--- src/rtl/pcn_pkg.sv ---
// Constants shared by the port C pad control and change-notification block.
// Overview of operation
// - Open-drain bit makes pin drive low only
// - Pull-up bit switches the weak pull-up on
// - Pull-up wins when both pulls requested
// - Pull-down active only with pull-up off
// - Control bit 15 enables change notification
// - Style bit one records edges in flags
// - Style bit zero compares against last read
// - Per-pin enable gates mismatch interrupts and rising-edge flags
// - Mismatch status shows change since read
// - Edge flag sets on enabled edge event
// - Second enable word enables falling edges
// - Pin driven from latch only when direction zero
package pcn_pkg;

   // ------------------------
   // Register indices; the byte address is four times the index.
   // ------------------------
   localparam int unsigned ADDR_W = 14;
   localparam logic [11:0] IDX_DIRECTION   = 12'hE3A;
   localparam logic [11:0] IDX_PORT_INPUT  = 12'hE3C;
   localparam logic [11:0] IDX_OUT_LATCH   = 12'hE3E;
   localparam logic [11:0] IDX_OPEN_DRAIN  = 12'hE40;
   localparam logic [11:0] IDX_PULLUP      = 12'hE42;
   localparam logic [11:0] IDX_PULLDOWN    = 12'hE44;
   localparam logic [11:0] IDX_CN_CONTROL  = 12'hE46;
   localparam logic [11:0] IDX_IRQ_ENABLE  = 12'hE48;
   localparam logic [11:0] IDX_MISMATCH    = 12'hE4A;
   localparam logic [11:0] IDX_EDGE_SELECT = 12'hE4C;
   localparam logic [11:0] IDX_EDGE_FLAGS  = 12'hE4E;
   localparam logic [11:0] IDX_EVT_STATUS  = 12'hE50;
   localparam logic [11:0] IDX_EVT_MASK    = 12'hE51;

   // ------------------------
   // Field positions and reset values.
   // ------------------------
   localparam int unsigned CN_ON_BIT     = 15;
   localparam int unsigned CN_STYLE_BIT  = 11;
   localparam logic [15:0] CN_CTRL_MASK  = 16'h8800;
   localparam int unsigned EVT_MISMATCH  = 0;
   localparam int unsigned EVT_EDGE      = 1;
   localparam logic [15:0] RST_WORD      = 16'h0000;
   localparam logic [15:0] RST_DIRECTION = 16'h0001;
   localparam logic [1:0]  RST_EVT_MASK  = 2'h3;
   localparam logic [1:0]  AXI_OKAY      = 2'h0;
   localparam logic [1:0]  AXI_SLVERR    = 2'h2;

endpackage : pcn_pkg

--- src/rtl/pcn_reg_if.sv ---
// Register access carrier between the bus slave and the port logic.
`timescale 1ns/1ps
`default_nettype none
interface pcn_reg_if;
   import pcn_pkg::*;
   logic              wr_req;
   logic [ADDR_W-1:0] wr_addr;
   logic [31:0]       wr_data;
   logic [3:0]        wr_strb;
   logic              wr_hit;
   logic              rd_req;
   logic [ADDR_W-1:0] rd_addr;
   logic [31:0]       rd_data;
   logic              rd_hit;

   modport bus  (output wr_req, wr_addr, wr_data, wr_strb, rd_req, rd_addr,
                 input  wr_hit, rd_data, rd_hit);
   modport regs (input  wr_req, wr_addr, wr_data, wr_strb, rd_req, rd_addr,
                 output wr_hit, rd_data, rd_hit);
endinterface : pcn_reg_if
`default_nettype wire

--- src/rtl/pcn_axil_slave.sv ---
// AXI4-Lite slave that turns bus transfers into single-cycle register requests.
`timescale 1ns/1ps
`default_nettype none
module pcn_axil_slave (
   input  wire logic                 clk,
   input  wire logic                 rst_n,
   input  wire logic [pcn_pkg::ADDR_W-1:0] awaddr,
   input  wire logic                 awvalid,
   output logic                      awready,
   input  wire logic [31:0]          wdata,
   input  wire logic [3:0]           wstrb,
   input  wire logic                 wvalid,
   output logic                      wready,
   output logic [1:0]                bresp,
   output logic                      bvalid,
   input  wire logic                 bready,
   input  wire logic [pcn_pkg::ADDR_W-1:0] araddr,
   input  wire logic                 arvalid,
   output logic                      arready,
   output logic [31:0]               rdata,
   output logic [1:0]                rresp,
   output logic                      rvalid,
   input  wire logic                 rready,
   pcn_reg_if.bus                    rif
);
   import pcn_pkg::*;

   logic              aw_full_q;
   logic [ADDR_W-1:0] aw_addr_q;
   logic              w_full_q;
   logic [31:0]       w_data_q;
   logic [3:0]        w_strb_q;

   // ------------------------
   // Handshakes and request decode.
   // ------------------------
   // Address and data are parked separately so either may come first.
   assign awready     = !aw_full_q && !bvalid;
   assign wready      = !w_full_q && !bvalid;
   assign arready     = !rvalid;
   assign rif.wr_req  = aw_full_q && w_full_q;
   assign rif.wr_addr = aw_addr_q;
   assign rif.wr_data = w_data_q;
   assign rif.wr_strb = w_strb_q;
   assign rif.rd_req  = arvalid && arready;
   assign rif.rd_addr = araddr;

   // Write channel: capture, perform, then respond.
   always_ff @(posedge clk or negedge rst_n) begin
      if (!rst_n) begin
         aw_full_q <= 1'b0;
         aw_addr_q <= '0;
         w_full_q  <= 1'b0;
         w_data_q  <= 32'h0000_0000;
         w_strb_q  <= 4'h0;
         bvalid    <= 1'b0;
         bresp     <= AXI_OKAY;
      end else begin
         if (awvalid && awready) begin
            aw_full_q <= 1'b1;
            aw_addr_q <= awaddr;
         end
         if (wvalid && wready) begin
            w_full_q <= 1'b1;
            w_data_q <= wdata;
            w_strb_q <= wstrb;
         end
         if (rif.wr_req) begin
            aw_full_q <= 1'b0;
            w_full_q  <= 1'b0;
            bvalid    <= 1'b1;
            bresp     <= rif.wr_hit ? AXI_OKAY : AXI_SLVERR;
         end else if (bvalid && bready) begin
            bvalid <= 1'b0;
         end
      end
   end

   // Read channel: data is sampled at the address handshake.
   always_ff @(posedge clk or negedge rst_n) begin
      if (!rst_n) begin
         rvalid <= 1'b0;
         rdata  <= 32'h0000_0000;
         rresp  <= AXI_OKAY;
      end else if (rif.rd_req) begin
         rvalid <= 1'b1;
         rdata  <= rif.rd_data;
         rresp  <= rif.rd_hit ? AXI_OKAY : AXI_SLVERR;
      end else if (rvalid && rready) begin
         rvalid <= 1'b0;
      end
   end
endmodule : pcn_axil_slave
`default_nettype wire

--- src/rtl/pcn_port_c.sv ---
// Port C pad control and change-notification logic with its register file.
`timescale 1ns/1ps
`default_nettype none
module pcn_port_c #(
   parameter int unsigned PINS = 16
) (
   input  wire logic                       SYS_CLK,
   input  wire logic                       RST_N,
   input  wire logic [pcn_pkg::ADDR_W-1:0] S_AXI_AWADDR,
   input  wire logic                       S_AXI_AWVALID,
   output logic                            S_AXI_AWREADY,
   input  wire logic [31:0]                S_AXI_WDATA,
   input  wire logic [3:0]                 S_AXI_WSTRB,
   input  wire logic                       S_AXI_WVALID,
   output logic                            S_AXI_WREADY,
   output logic [1:0]                      S_AXI_BRESP,
   output logic                            S_AXI_BVALID,
   input  wire logic                       S_AXI_BREADY,
   input  wire logic [pcn_pkg::ADDR_W-1:0] S_AXI_ARADDR,
   input  wire logic                       S_AXI_ARVALID,
   output logic                            S_AXI_ARREADY,
   output logic [31:0]                     S_AXI_RDATA,
   output logic [1:0]                      S_AXI_RRESP,
   output logic                            S_AXI_RVALID,
   input  wire logic                       S_AXI_RREADY,
   input  wire logic [PINS-1:0]            PAD_IN,
   output logic [PINS-1:0]                 PAD_OUT,
   output logic [PINS-1:0]                 PAD_OE,
   output logic [PINS-1:0]                 PULLUP_ON,
   output logic [PINS-1:0]                 PULLDOWN_ON,
   output logic                            CN_IRQ
);
   import pcn_pkg::*;

   // ------------------------
   // Bus slave.
   // ------------------------
   pcn_reg_if rif ();

   pcn_axil_slave u_slave (
      .clk     (SYS_CLK),
      .rst_n   (RST_N),
      .awaddr  (S_AXI_AWADDR),
      .awvalid (S_AXI_AWVALID),
      .awready (S_AXI_AWREADY),
      .wdata   (S_AXI_WDATA),
      .wstrb   (S_AXI_WSTRB),
      .wvalid  (S_AXI_WVALID),
      .wready  (S_AXI_WREADY),
      .bresp   (S_AXI_BRESP),
      .bvalid  (S_AXI_BVALID),
      .bready  (S_AXI_BREADY),
      .araddr  (S_AXI_ARADDR),
      .arvalid (S_AXI_ARVALID),
      .arready (S_AXI_ARREADY),
      .rdata   (S_AXI_RDATA),
      .rresp   (S_AXI_RRESP),
      .rvalid  (S_AXI_RVALID),
      .rready  (S_AXI_RREADY),
      .rif     (rif.bus)
   );

   // ------------------------
   // Register state.
   // ------------------------
   logic [PINS-1:0] direction_q;
   logic [PINS-1:0] output_latch_q;
   logic [PINS-1:0] open_drain_q;
   logic [PINS-1:0] pullup_q;
   logic [PINS-1:0] pulldown_q;
   logic [15:0]     cn_control_q;
   logic [PINS-1:0] irq_enable_q;
   logic [PINS-1:0] mismatch_q;
   logic [PINS-1:0] mismatch_d;
   logic [PINS-1:0] edge_select_q;
   logic [PINS-1:0] edge_flags_q;
   logic [PINS-1:0] edge_flags_d;
   logic [PINS-1:0] last_read_q;
   logic [1:0]      evt_status_q;
   logic [1:0]      evt_status_d;
   logic [1:0]      evt_mask_q;

   // Pin synchroniser and the previous synchronised sample.
   logic [PINS-1:0] pin_meta_q;
   logic [PINS-1:0] pin_sync_q;
   logic [PINS-1:0] pin_prev_q;

   // ------------------------
   // Address decode.
   // ------------------------
   // Only word-aligned addresses select a register; others miss.
   function automatic logic hit(input logic [ADDR_W-1:0] a, input logic [11:0] idx);
      hit = (a == {idx, 2'b00});
   endfunction : hit

   // Byte-lane merge of a 16-bit register with the low half of a write.
   function automatic logic [15:0] merge(input logic [15:0] old, input logic [31:0] d,
                                         input logic [3:0] s);
      merge = {s[1] ? d[15:8] : old[15:8], s[0] ? d[7:0] : old[7:0]};
   endfunction : merge

   wire wa_direction  = hit(rif.wr_addr, IDX_DIRECTION);
   wire wa_latch      = hit(rif.wr_addr, IDX_OUT_LATCH);
   wire wa_open_drain = hit(rif.wr_addr, IDX_OPEN_DRAIN);
   wire wa_pullup     = hit(rif.wr_addr, IDX_PULLUP);
   wire wa_pulldown   = hit(rif.wr_addr, IDX_PULLDOWN);
   wire wa_control    = hit(rif.wr_addr, IDX_CN_CONTROL);
   wire wa_irq_enable = hit(rif.wr_addr, IDX_IRQ_ENABLE);
   wire wa_edge_sel   = hit(rif.wr_addr, IDX_EDGE_SELECT);
   wire wa_flags      = hit(rif.wr_addr, IDX_EDGE_FLAGS);
   wire wa_evt_status = hit(rif.wr_addr, IDX_EVT_STATUS);
   wire wa_evt_mask   = hit(rif.wr_addr, IDX_EVT_MASK);
   wire wa_port_input = hit(rif.wr_addr, IDX_PORT_INPUT);
   wire wa_mismatch   = hit(rif.wr_addr, IDX_MISMATCH);

   // Writes to the read-only words are accepted and ignored.
   assign rif.wr_hit = wa_direction | wa_latch | wa_open_drain | wa_pullup | wa_pulldown
                     | wa_control | wa_irq_enable | wa_edge_sel | wa_flags
                     | wa_evt_status | wa_evt_mask | wa_port_input | wa_mismatch;

   wire we_direction  = rif.wr_req && wa_direction;
   wire we_latch      = rif.wr_req && wa_latch;
   wire we_open_drain = rif.wr_req && wa_open_drain;
   wire we_pullup     = rif.wr_req && wa_pullup;
   wire we_pulldown   = rif.wr_req && wa_pulldown;
   wire we_control    = rif.wr_req && wa_control;
   wire we_irq_enable = rif.wr_req && wa_irq_enable;
   wire we_edge_sel   = rif.wr_req && wa_edge_sel;
   wire we_flags      = rif.wr_req && wa_flags;
   wire we_evt_status = rif.wr_req && wa_evt_status;
   wire we_evt_mask   = rif.wr_req && wa_evt_mask;

   // Read select; a read of the port input word also takes the snapshot.
   wire ra_port_input = hit(rif.rd_addr, IDX_PORT_INPUT);
   wire port_read     = rif.rd_req && ra_port_input;

   // ------------------------
   // Read data mux.
   // ------------------------
   logic [15:0] rd_word;
   logic        rd_match;
   always_comb begin
      rd_word  = 16'h0000;
      rd_match = 1'b1;
      if (hit(rif.rd_addr, IDX_DIRECTION))         rd_word = direction_q;
      else if (ra_port_input)                      rd_word = pin_sync_q;
      else if (hit(rif.rd_addr, IDX_OUT_LATCH))    rd_word = output_latch_q;
      else if (hit(rif.rd_addr, IDX_OPEN_DRAIN))   rd_word = open_drain_q;
      else if (hit(rif.rd_addr, IDX_PULLUP))       rd_word = pullup_q;
      else if (hit(rif.rd_addr, IDX_PULLDOWN))     rd_word = pulldown_q;
      else if (hit(rif.rd_addr, IDX_CN_CONTROL))   rd_word = cn_control_q;
      else if (hit(rif.rd_addr, IDX_IRQ_ENABLE))   rd_word = irq_enable_q;
      else if (hit(rif.rd_addr, IDX_MISMATCH))     rd_word = mismatch_q;
      else if (hit(rif.rd_addr, IDX_EDGE_SELECT))  rd_word = edge_select_q;
      else if (hit(rif.rd_addr, IDX_EDGE_FLAGS))   rd_word = edge_flags_q;
      else if (hit(rif.rd_addr, IDX_EVT_STATUS))   rd_word = {14'h0000, evt_status_q};
      else if (hit(rif.rd_addr, IDX_EVT_MASK))     rd_word = {14'h0000, evt_mask_q};
      else                                         rd_match = 1'b0;
   end
   assign rif.rd_data = {16'h0000, rd_word};
   assign rif.rd_hit  = rd_match;

   // ------------------------
   // Change-notification mode decode.
   // ------------------------
   wire cn_on       = cn_control_q[CN_ON_BIT];
   wire edge_style  = cn_control_q[CN_STYLE_BIT];
   wire mismatch_go = cn_on && !edge_style;
   wire edge_go     = cn_on && edge_style;

   // ------------------------
   // Per-pin pad drive, pulls and event detection.
   // ------------------------
   logic [PINS-1:0] new_edge;
   logic [PINS-1:0] flag_keep;

   // The flags word is written with zero to clear; a one leaves the bit.
   assign flag_keep = we_flags ? merge(edge_flags_q, rif.wr_data, rif.wr_strb)
                               : {PINS{1'b1}};

   genvar g;
   generate
      for (g = 0; g < PINS; g++) begin : g_pin
         // Open drain only ever pulls low; a high latch releases the pin.
         assign PAD_OUT[g] = open_drain_q[g] ? 1'b0 : output_latch_q[g];
         assign PAD_OE[g]  = !direction_q[g] &&
                             (!open_drain_q[g] || !output_latch_q[g]);
         assign PULLUP_ON[g]   = pullup_q[g];
         // The pull-up has priority so the two never fight on one pad.
         assign PULLDOWN_ON[g] = pulldown_q[g] && !pullup_q[g];

         // Rising edges use the first enable, falling edges the second.
         assign new_edge[g] = edge_go &&
                              ((irq_enable_q[g] && pin_sync_q[g] && !pin_prev_q[g]) ||
                               (edge_select_q[g] && !pin_sync_q[g] && pin_prev_q[g]));

         // An arriving edge beats a simultaneous software clear.
         assign edge_flags_d[g] = (edge_flags_q[g] && flag_keep[g]) || new_edge[g];

         // A port read restarts the comparison; the snapshot moves to the
         // value just read, so a later change is still caught.
         assign mismatch_d[g] = port_read ? 1'b0 :
                                (mismatch_q[g] ||
                                 (mismatch_go && (pin_sync_q[g] != last_read_q[g])));
      end
   endgenerate

   // ------------------------
   // Port interrupt.
   // ------------------------
   // Mismatch reaches the interrupt only on pins with the change enable.
   wire mismatch_pending = mismatch_go && |(mismatch_q & irq_enable_q);
   wire edge_pending     = edge_go && |edge_flags_q;

   // Sticky events: a fresh event wins over a write-one clear.
   always_comb begin
      evt_status_d = evt_status_q;
      if (we_evt_status) begin
         evt_status_d = evt_status_q & ~rif.wr_data[1:0];
      end
      evt_status_d[EVT_MISMATCH] = evt_status_d[EVT_MISMATCH] | mismatch_pending;
      evt_status_d[EVT_EDGE]     = evt_status_d[EVT_EDGE] | edge_pending;
   end

   // Level output; stays high while any unmasked status bit is set.
   assign CN_IRQ = |(evt_status_q & evt_mask_q);

   // ------------------------
   // Registers.
   // ------------------------
   // Two flip-flops on the pads, then one more for edge detection.
   always_ff @(posedge SYS_CLK or negedge RST_N) begin
      if (!RST_N) begin
         pin_meta_q <= '0;
         pin_sync_q <= '0;
         pin_prev_q <= '0;
      end else begin
         pin_meta_q <= PAD_IN;
         pin_sync_q <= pin_meta_q;
         pin_prev_q <= pin_sync_q;
      end
   end

   // Pad configuration words.
   always_ff @(posedge SYS_CLK or negedge RST_N) begin
      if (!RST_N) begin
         direction_q    <= RST_DIRECTION;
         output_latch_q <= RST_WORD;
         open_drain_q   <= RST_WORD;
         pullup_q       <= RST_WORD;
         pulldown_q     <= RST_WORD;
      end else begin
         if (we_direction)  direction_q    <= merge(direction_q, rif.wr_data, rif.wr_strb);
         if (we_latch)      output_latch_q <= merge(output_latch_q, rif.wr_data, rif.wr_strb);
         if (we_open_drain) open_drain_q   <= merge(open_drain_q, rif.wr_data, rif.wr_strb);
         if (we_pullup)     pullup_q       <= merge(pullup_q, rif.wr_data, rif.wr_strb);
         if (we_pulldown)   pulldown_q     <= merge(pulldown_q, rif.wr_data, rif.wr_strb);
      end
   end

   // Change-notification control and enables; unused control bits stay zero.
   always_ff @(posedge SYS_CLK or negedge RST_N) begin
      if (!RST_N) begin
         cn_control_q  <= RST_WORD;
         irq_enable_q  <= RST_WORD;
         edge_select_q <= RST_WORD;
      end else begin
         if (we_control)
            cn_control_q <= merge(cn_control_q, rif.wr_data, rif.wr_strb) & CN_CTRL_MASK;
         if (we_irq_enable) irq_enable_q  <= merge(irq_enable_q, rif.wr_data, rif.wr_strb);
         if (we_edge_sel)   edge_select_q <= merge(edge_select_q, rif.wr_data, rif.wr_strb);
      end
   end

   // Detection state: snapshot, mismatch status and edge flags.
   always_ff @(posedge SYS_CLK or negedge RST_N) begin
      if (!RST_N) begin
         last_read_q  <= RST_WORD;
         mismatch_q   <= RST_WORD;
         edge_flags_q <= RST_WORD;
      end else begin
         if (port_read) last_read_q <= pin_sync_q;
         mismatch_q   <= mismatch_d;
         edge_flags_q <= edge_flags_d;
      end
   end

   // Interrupt status and mask.
   always_ff @(posedge SYS_CLK or negedge RST_N) begin
      if (!RST_N) begin
         evt_status_q <= 2'h0;
         evt_mask_q   <= RST_EVT_MASK;
      end else begin
         evt_status_q <= evt_status_d;
         if (we_evt_mask) evt_mask_q <= rif.wr_data[1:0];
      end
   end
endmodule : pcn_port_c
`default_nettype wire

--- config.mk ---
export PLATFORM = sky130hd
export DESIGN_NAME = pcn_port_c
export DESIGN_NICKNAME = d
export VERILOG_FILES = /design/src/rtl/pcn_pkg.sv /design/src/rtl/pcn_reg_if.sv /design/src/rtl/pcn_axil_slave.sv /design/src/rtl/pcn_port_c.sv
export SDC_FILE = /design/constraint.sdc
export NUM_CORES = 1
export LEC_CHECK = 0
export BUFFER_PORTS_ARGS = -buffer_cell sky130_fd_sc_hd__buf_2
export CAP_MARGIN = 20
export CORE_UTILIZATION = 51
export DETAILED_ROUTE_END_ITERATION = 8
export PLACE_DENSITY_LB_ADDON = 0.08
export SYNTH_ARGS = -nofsm -noshare
export SYNTH_HDL_FRONTEND = slang
export SYNTH_SLANG_ARGS = --single-unit
--- constraint.sdc ---
create_clock -name SYS_CLK -period 5.8 [get_ports SYS_CLK]
set_input_delay 1.16 -clock SYS_CLK [delete_from_list [all_inputs] [get_ports SYS_CLK]]
set_output_delay 1.16 -clock SYS_CLK [all_outputs]
set_load 0.05 [all_outputs]
==> results.md <==
- CP bufs+invs: 1
- Worst Max-Slew Pin Slew: 1060 ps
- Total power per unit cell area: 339 mW/mm^2
- Antenna diode count: 0
- Post-synthesis cell count: 1077
- Commonest cells after routing, fill and taps aside: dfrtp_1 (265), mux2_2 (175), buf_2 (155)
- FMAX: 296 MHz
- Fin. Hold Viols: 0
- Tcrit/Tclk final: 58.3%
- # DRC: 0
- CTS sink count: 268
- Cts repair resizes: 0
- Dpl hpwl: 24300 um
- DRT antenna net count: 0
- DIE HEIGHT: 158 um
- Netlist Area Pre-Place: 0.0124 mm^2
- Outcome: finished clean
- Worst vdd ir: 0.240 mV
- Initial Util: 52.4%
- Placed insts: 1504
- Max stage delay cell, worst path: or4_1
- Vias in the first global route: 8752
- Layout Skew: 11.1 ps
- Syn_area_per_cell: 11.5 um^2
- Fraction of registers with async set/reset: 100%
- Largest net degree at the start of global routing: 119
- Lkg Pwr: 6.80 nW
- Fin crit period: 3380 ps
- Die Width: 158 um
- Site Rows: 56
- H-tree level count: 1
- Clock Path Buffers: 3
- Fin. max-slew vios: 0
- Worst skew pair latency: 540 ps
- Via count: 9161
- Synth unique cells: 65
- IO buf count: 156
- Pre-antenna DRT Iters: 8
- Crit path launch type: input port
- Synth Flop Type: dfrtp_1
- Maxcap violations: 0
- Tot GR Track Use: 28.4%
- Req. time, crit path: 6260 ps
- Finish-stage setup viols: 0
- TritonCTS clock tree: built
- Grt ovf: 0
- Crit path capture type: register
- Largest stage delay, worst path: 810 ps
- Final design utilization: 60.9%
- Crit path max fanout: 39
- CTS root buf: clkbuf_16
- DR iter-0 viols: 629
- Crit-path cells: buf_2, or3b_2, or4_1, o221a_2, o2111a_1, nor3_1
- Initial antenna violation count: 0
- Layout cell share with drive strength beyond 1: 33.1%
- Final Wtd Congestion: 0.901
- Synth-to-Final Area Change: 16.2%
- Number of setup buffers added after CTS: 0
- Relative slew slack: 29.0%
- Drt total wl: 34300 um
- Kind of cell adding the most delay to the critical path: simple AND/OR/NAND/NOR gates
- Via density: 5.88
- Number of enable flip-flop cells after synthesis: 0
- RSZ-0062 raised after global routing: no
- Inserted Clock Buffers: 29
- Post-route setup TNS: 0 ps
- Post-synthesis sequential area ratio: 54.2%
- Non-Filler Instances: 1557
- Wire per inst: 22.0 um
- # nets final: 1305
- I/O pin count: 193
- FF+latch count, synth: 268
- Fin Hold WS: 347 ps
- Arrival @ worst endpoint: 3840 ps
- CTS Hold Bufs: 0
- Commonest non-fill, non-tap cell in the layout: dfrtp_1
- First-pass GRT wire length: 52600 um
- Hold crit path type: register to register
- Total core area: 0.0236 mm^2
- Reg2Reg Setup Slack: 2840 ps
- WS Path Type: input port to register
- Ys Warns: 0
- Worst-path clk slew: 60 ps
- Overall die area: 0.0249 mm^2
## cells by family (layout without fill, tap and decap cells)
| family | count (synthesis) | after routing | synth area share [%] |
|---|---|---|---|
| other cells | 1 | 18 | 0.0303 |
| compound gates | 243 | 243 | 12.4 |
| mux | 181 | 181 | 16.5 |
| simple gates | 253 | 253 | 11.6 |
| flops | 268 | 268 | 54.2 |
| xor+xnor | 16 | 16 | 1.13 |
| buf+inv | 115 | 259 | 4.09 |
## where the power goes
group	leakage, nW	internal (W)	switching (W)
clock	0.482	0.00117	0.000732
sequential	3.43	0.00203	0.000307
combinational	2.88	0.000247	0.000392
total	6.80	0.00345	0.00143
## worst paths after layout
| kind | endpoint | from | cells after the start |
|---|---|---|---|
| max | u_slave.rdata[9] | S_AXI_ARADDR[4] | 6 |
| min | pin_sync_q[6] | pin_meta_q[6] | 0 |
| max reg2reg | pulldown_q[15] | u_slave.rif.wr_addr[10] | 5 |
| min reg2reg | pin_sync_q[6] | pin_meta_q[6] | 0 |
| max in group asynchronous | edge_select_q[13] | RST_N | 2 |
| min in group asynchronous | u_slave.rif.wr_data[4] | RST_N | 1 |
## cell usage after synthesis (5+ instances only)
library cell / count / area [um^2]
dfrtp_1: 265 / 6630
mux2_2: 175 / 1970
a21oi_1: 65 / 325
nor2_1: 60 / 225
o21ai_0: 56 / 280
nand2_1: 54 / 203
clkbuf_1: 48 / 180
inv_1: 40 / 150
nor2b_1: 35 / 219
a31oi_1: 29 / 181
nor3_1: 20 / 100
buf_4: 18 / 135
xor2_1: 16 / 140
a221oi_1: 15 / 131
o22ai_1: 15 / 93.8
nand3b_1: 14 / 105
a22oi_1: 11 / 82.6
nor4_1: 11 / 68.8
o31a_1: 11 / 96.3
buf_1: 8 / 30.0
nand2b_1: 8 / 50.1
nand3_1: 8 / 40.0
a22o_1: 7 / 61.3
nor3_4: 6 / 97.6
a21o_1: 5 / 37.5
mux2i_1: 5 / 50.1
o211ai_1: 5 / 37.5
or4_1: 5 / 37.5
## worst register-to-register path: stages, from the launching register on
cell	delay, ps
dfrtp_1	380
and4b_1	310
or4b_4	510
or4b_4	680
nor3_4	560
mux2_2	410
## metal layers
layer	wire length [um]	global-route usage (%)
met5	0	0
met4	953	9.34
met3	2120	4.27
met2	16800	47.1
met1	14500	38.2
## cell type report
class                      instances  area (um^2)
sequential                       268         6710
clock inverter                     9          151
clock buffer                      42          835
timing repair buffer             168          885
inverter                          40          150
tap                              319          399
fill                            1980         9230
multi-input combinational        711         5260
## through the flow
stage / setup WS, ps / area, um^2 / total power, W
5_1_grt: 2320 / 14400 / 0.00507
2_1_floorplan: 2610 / 12400 / 0.00274
3_3_place_gp: 1900 / 13400 / 0.00299
6_report: 2420 / 14400 / 0.00488
4_1_cts: 2470 / 14400 / 0.00492
3_5_place_dp: 1900 / 13400 / 0.00301
No activity file was read; power rests on OpenSTA's default activity.
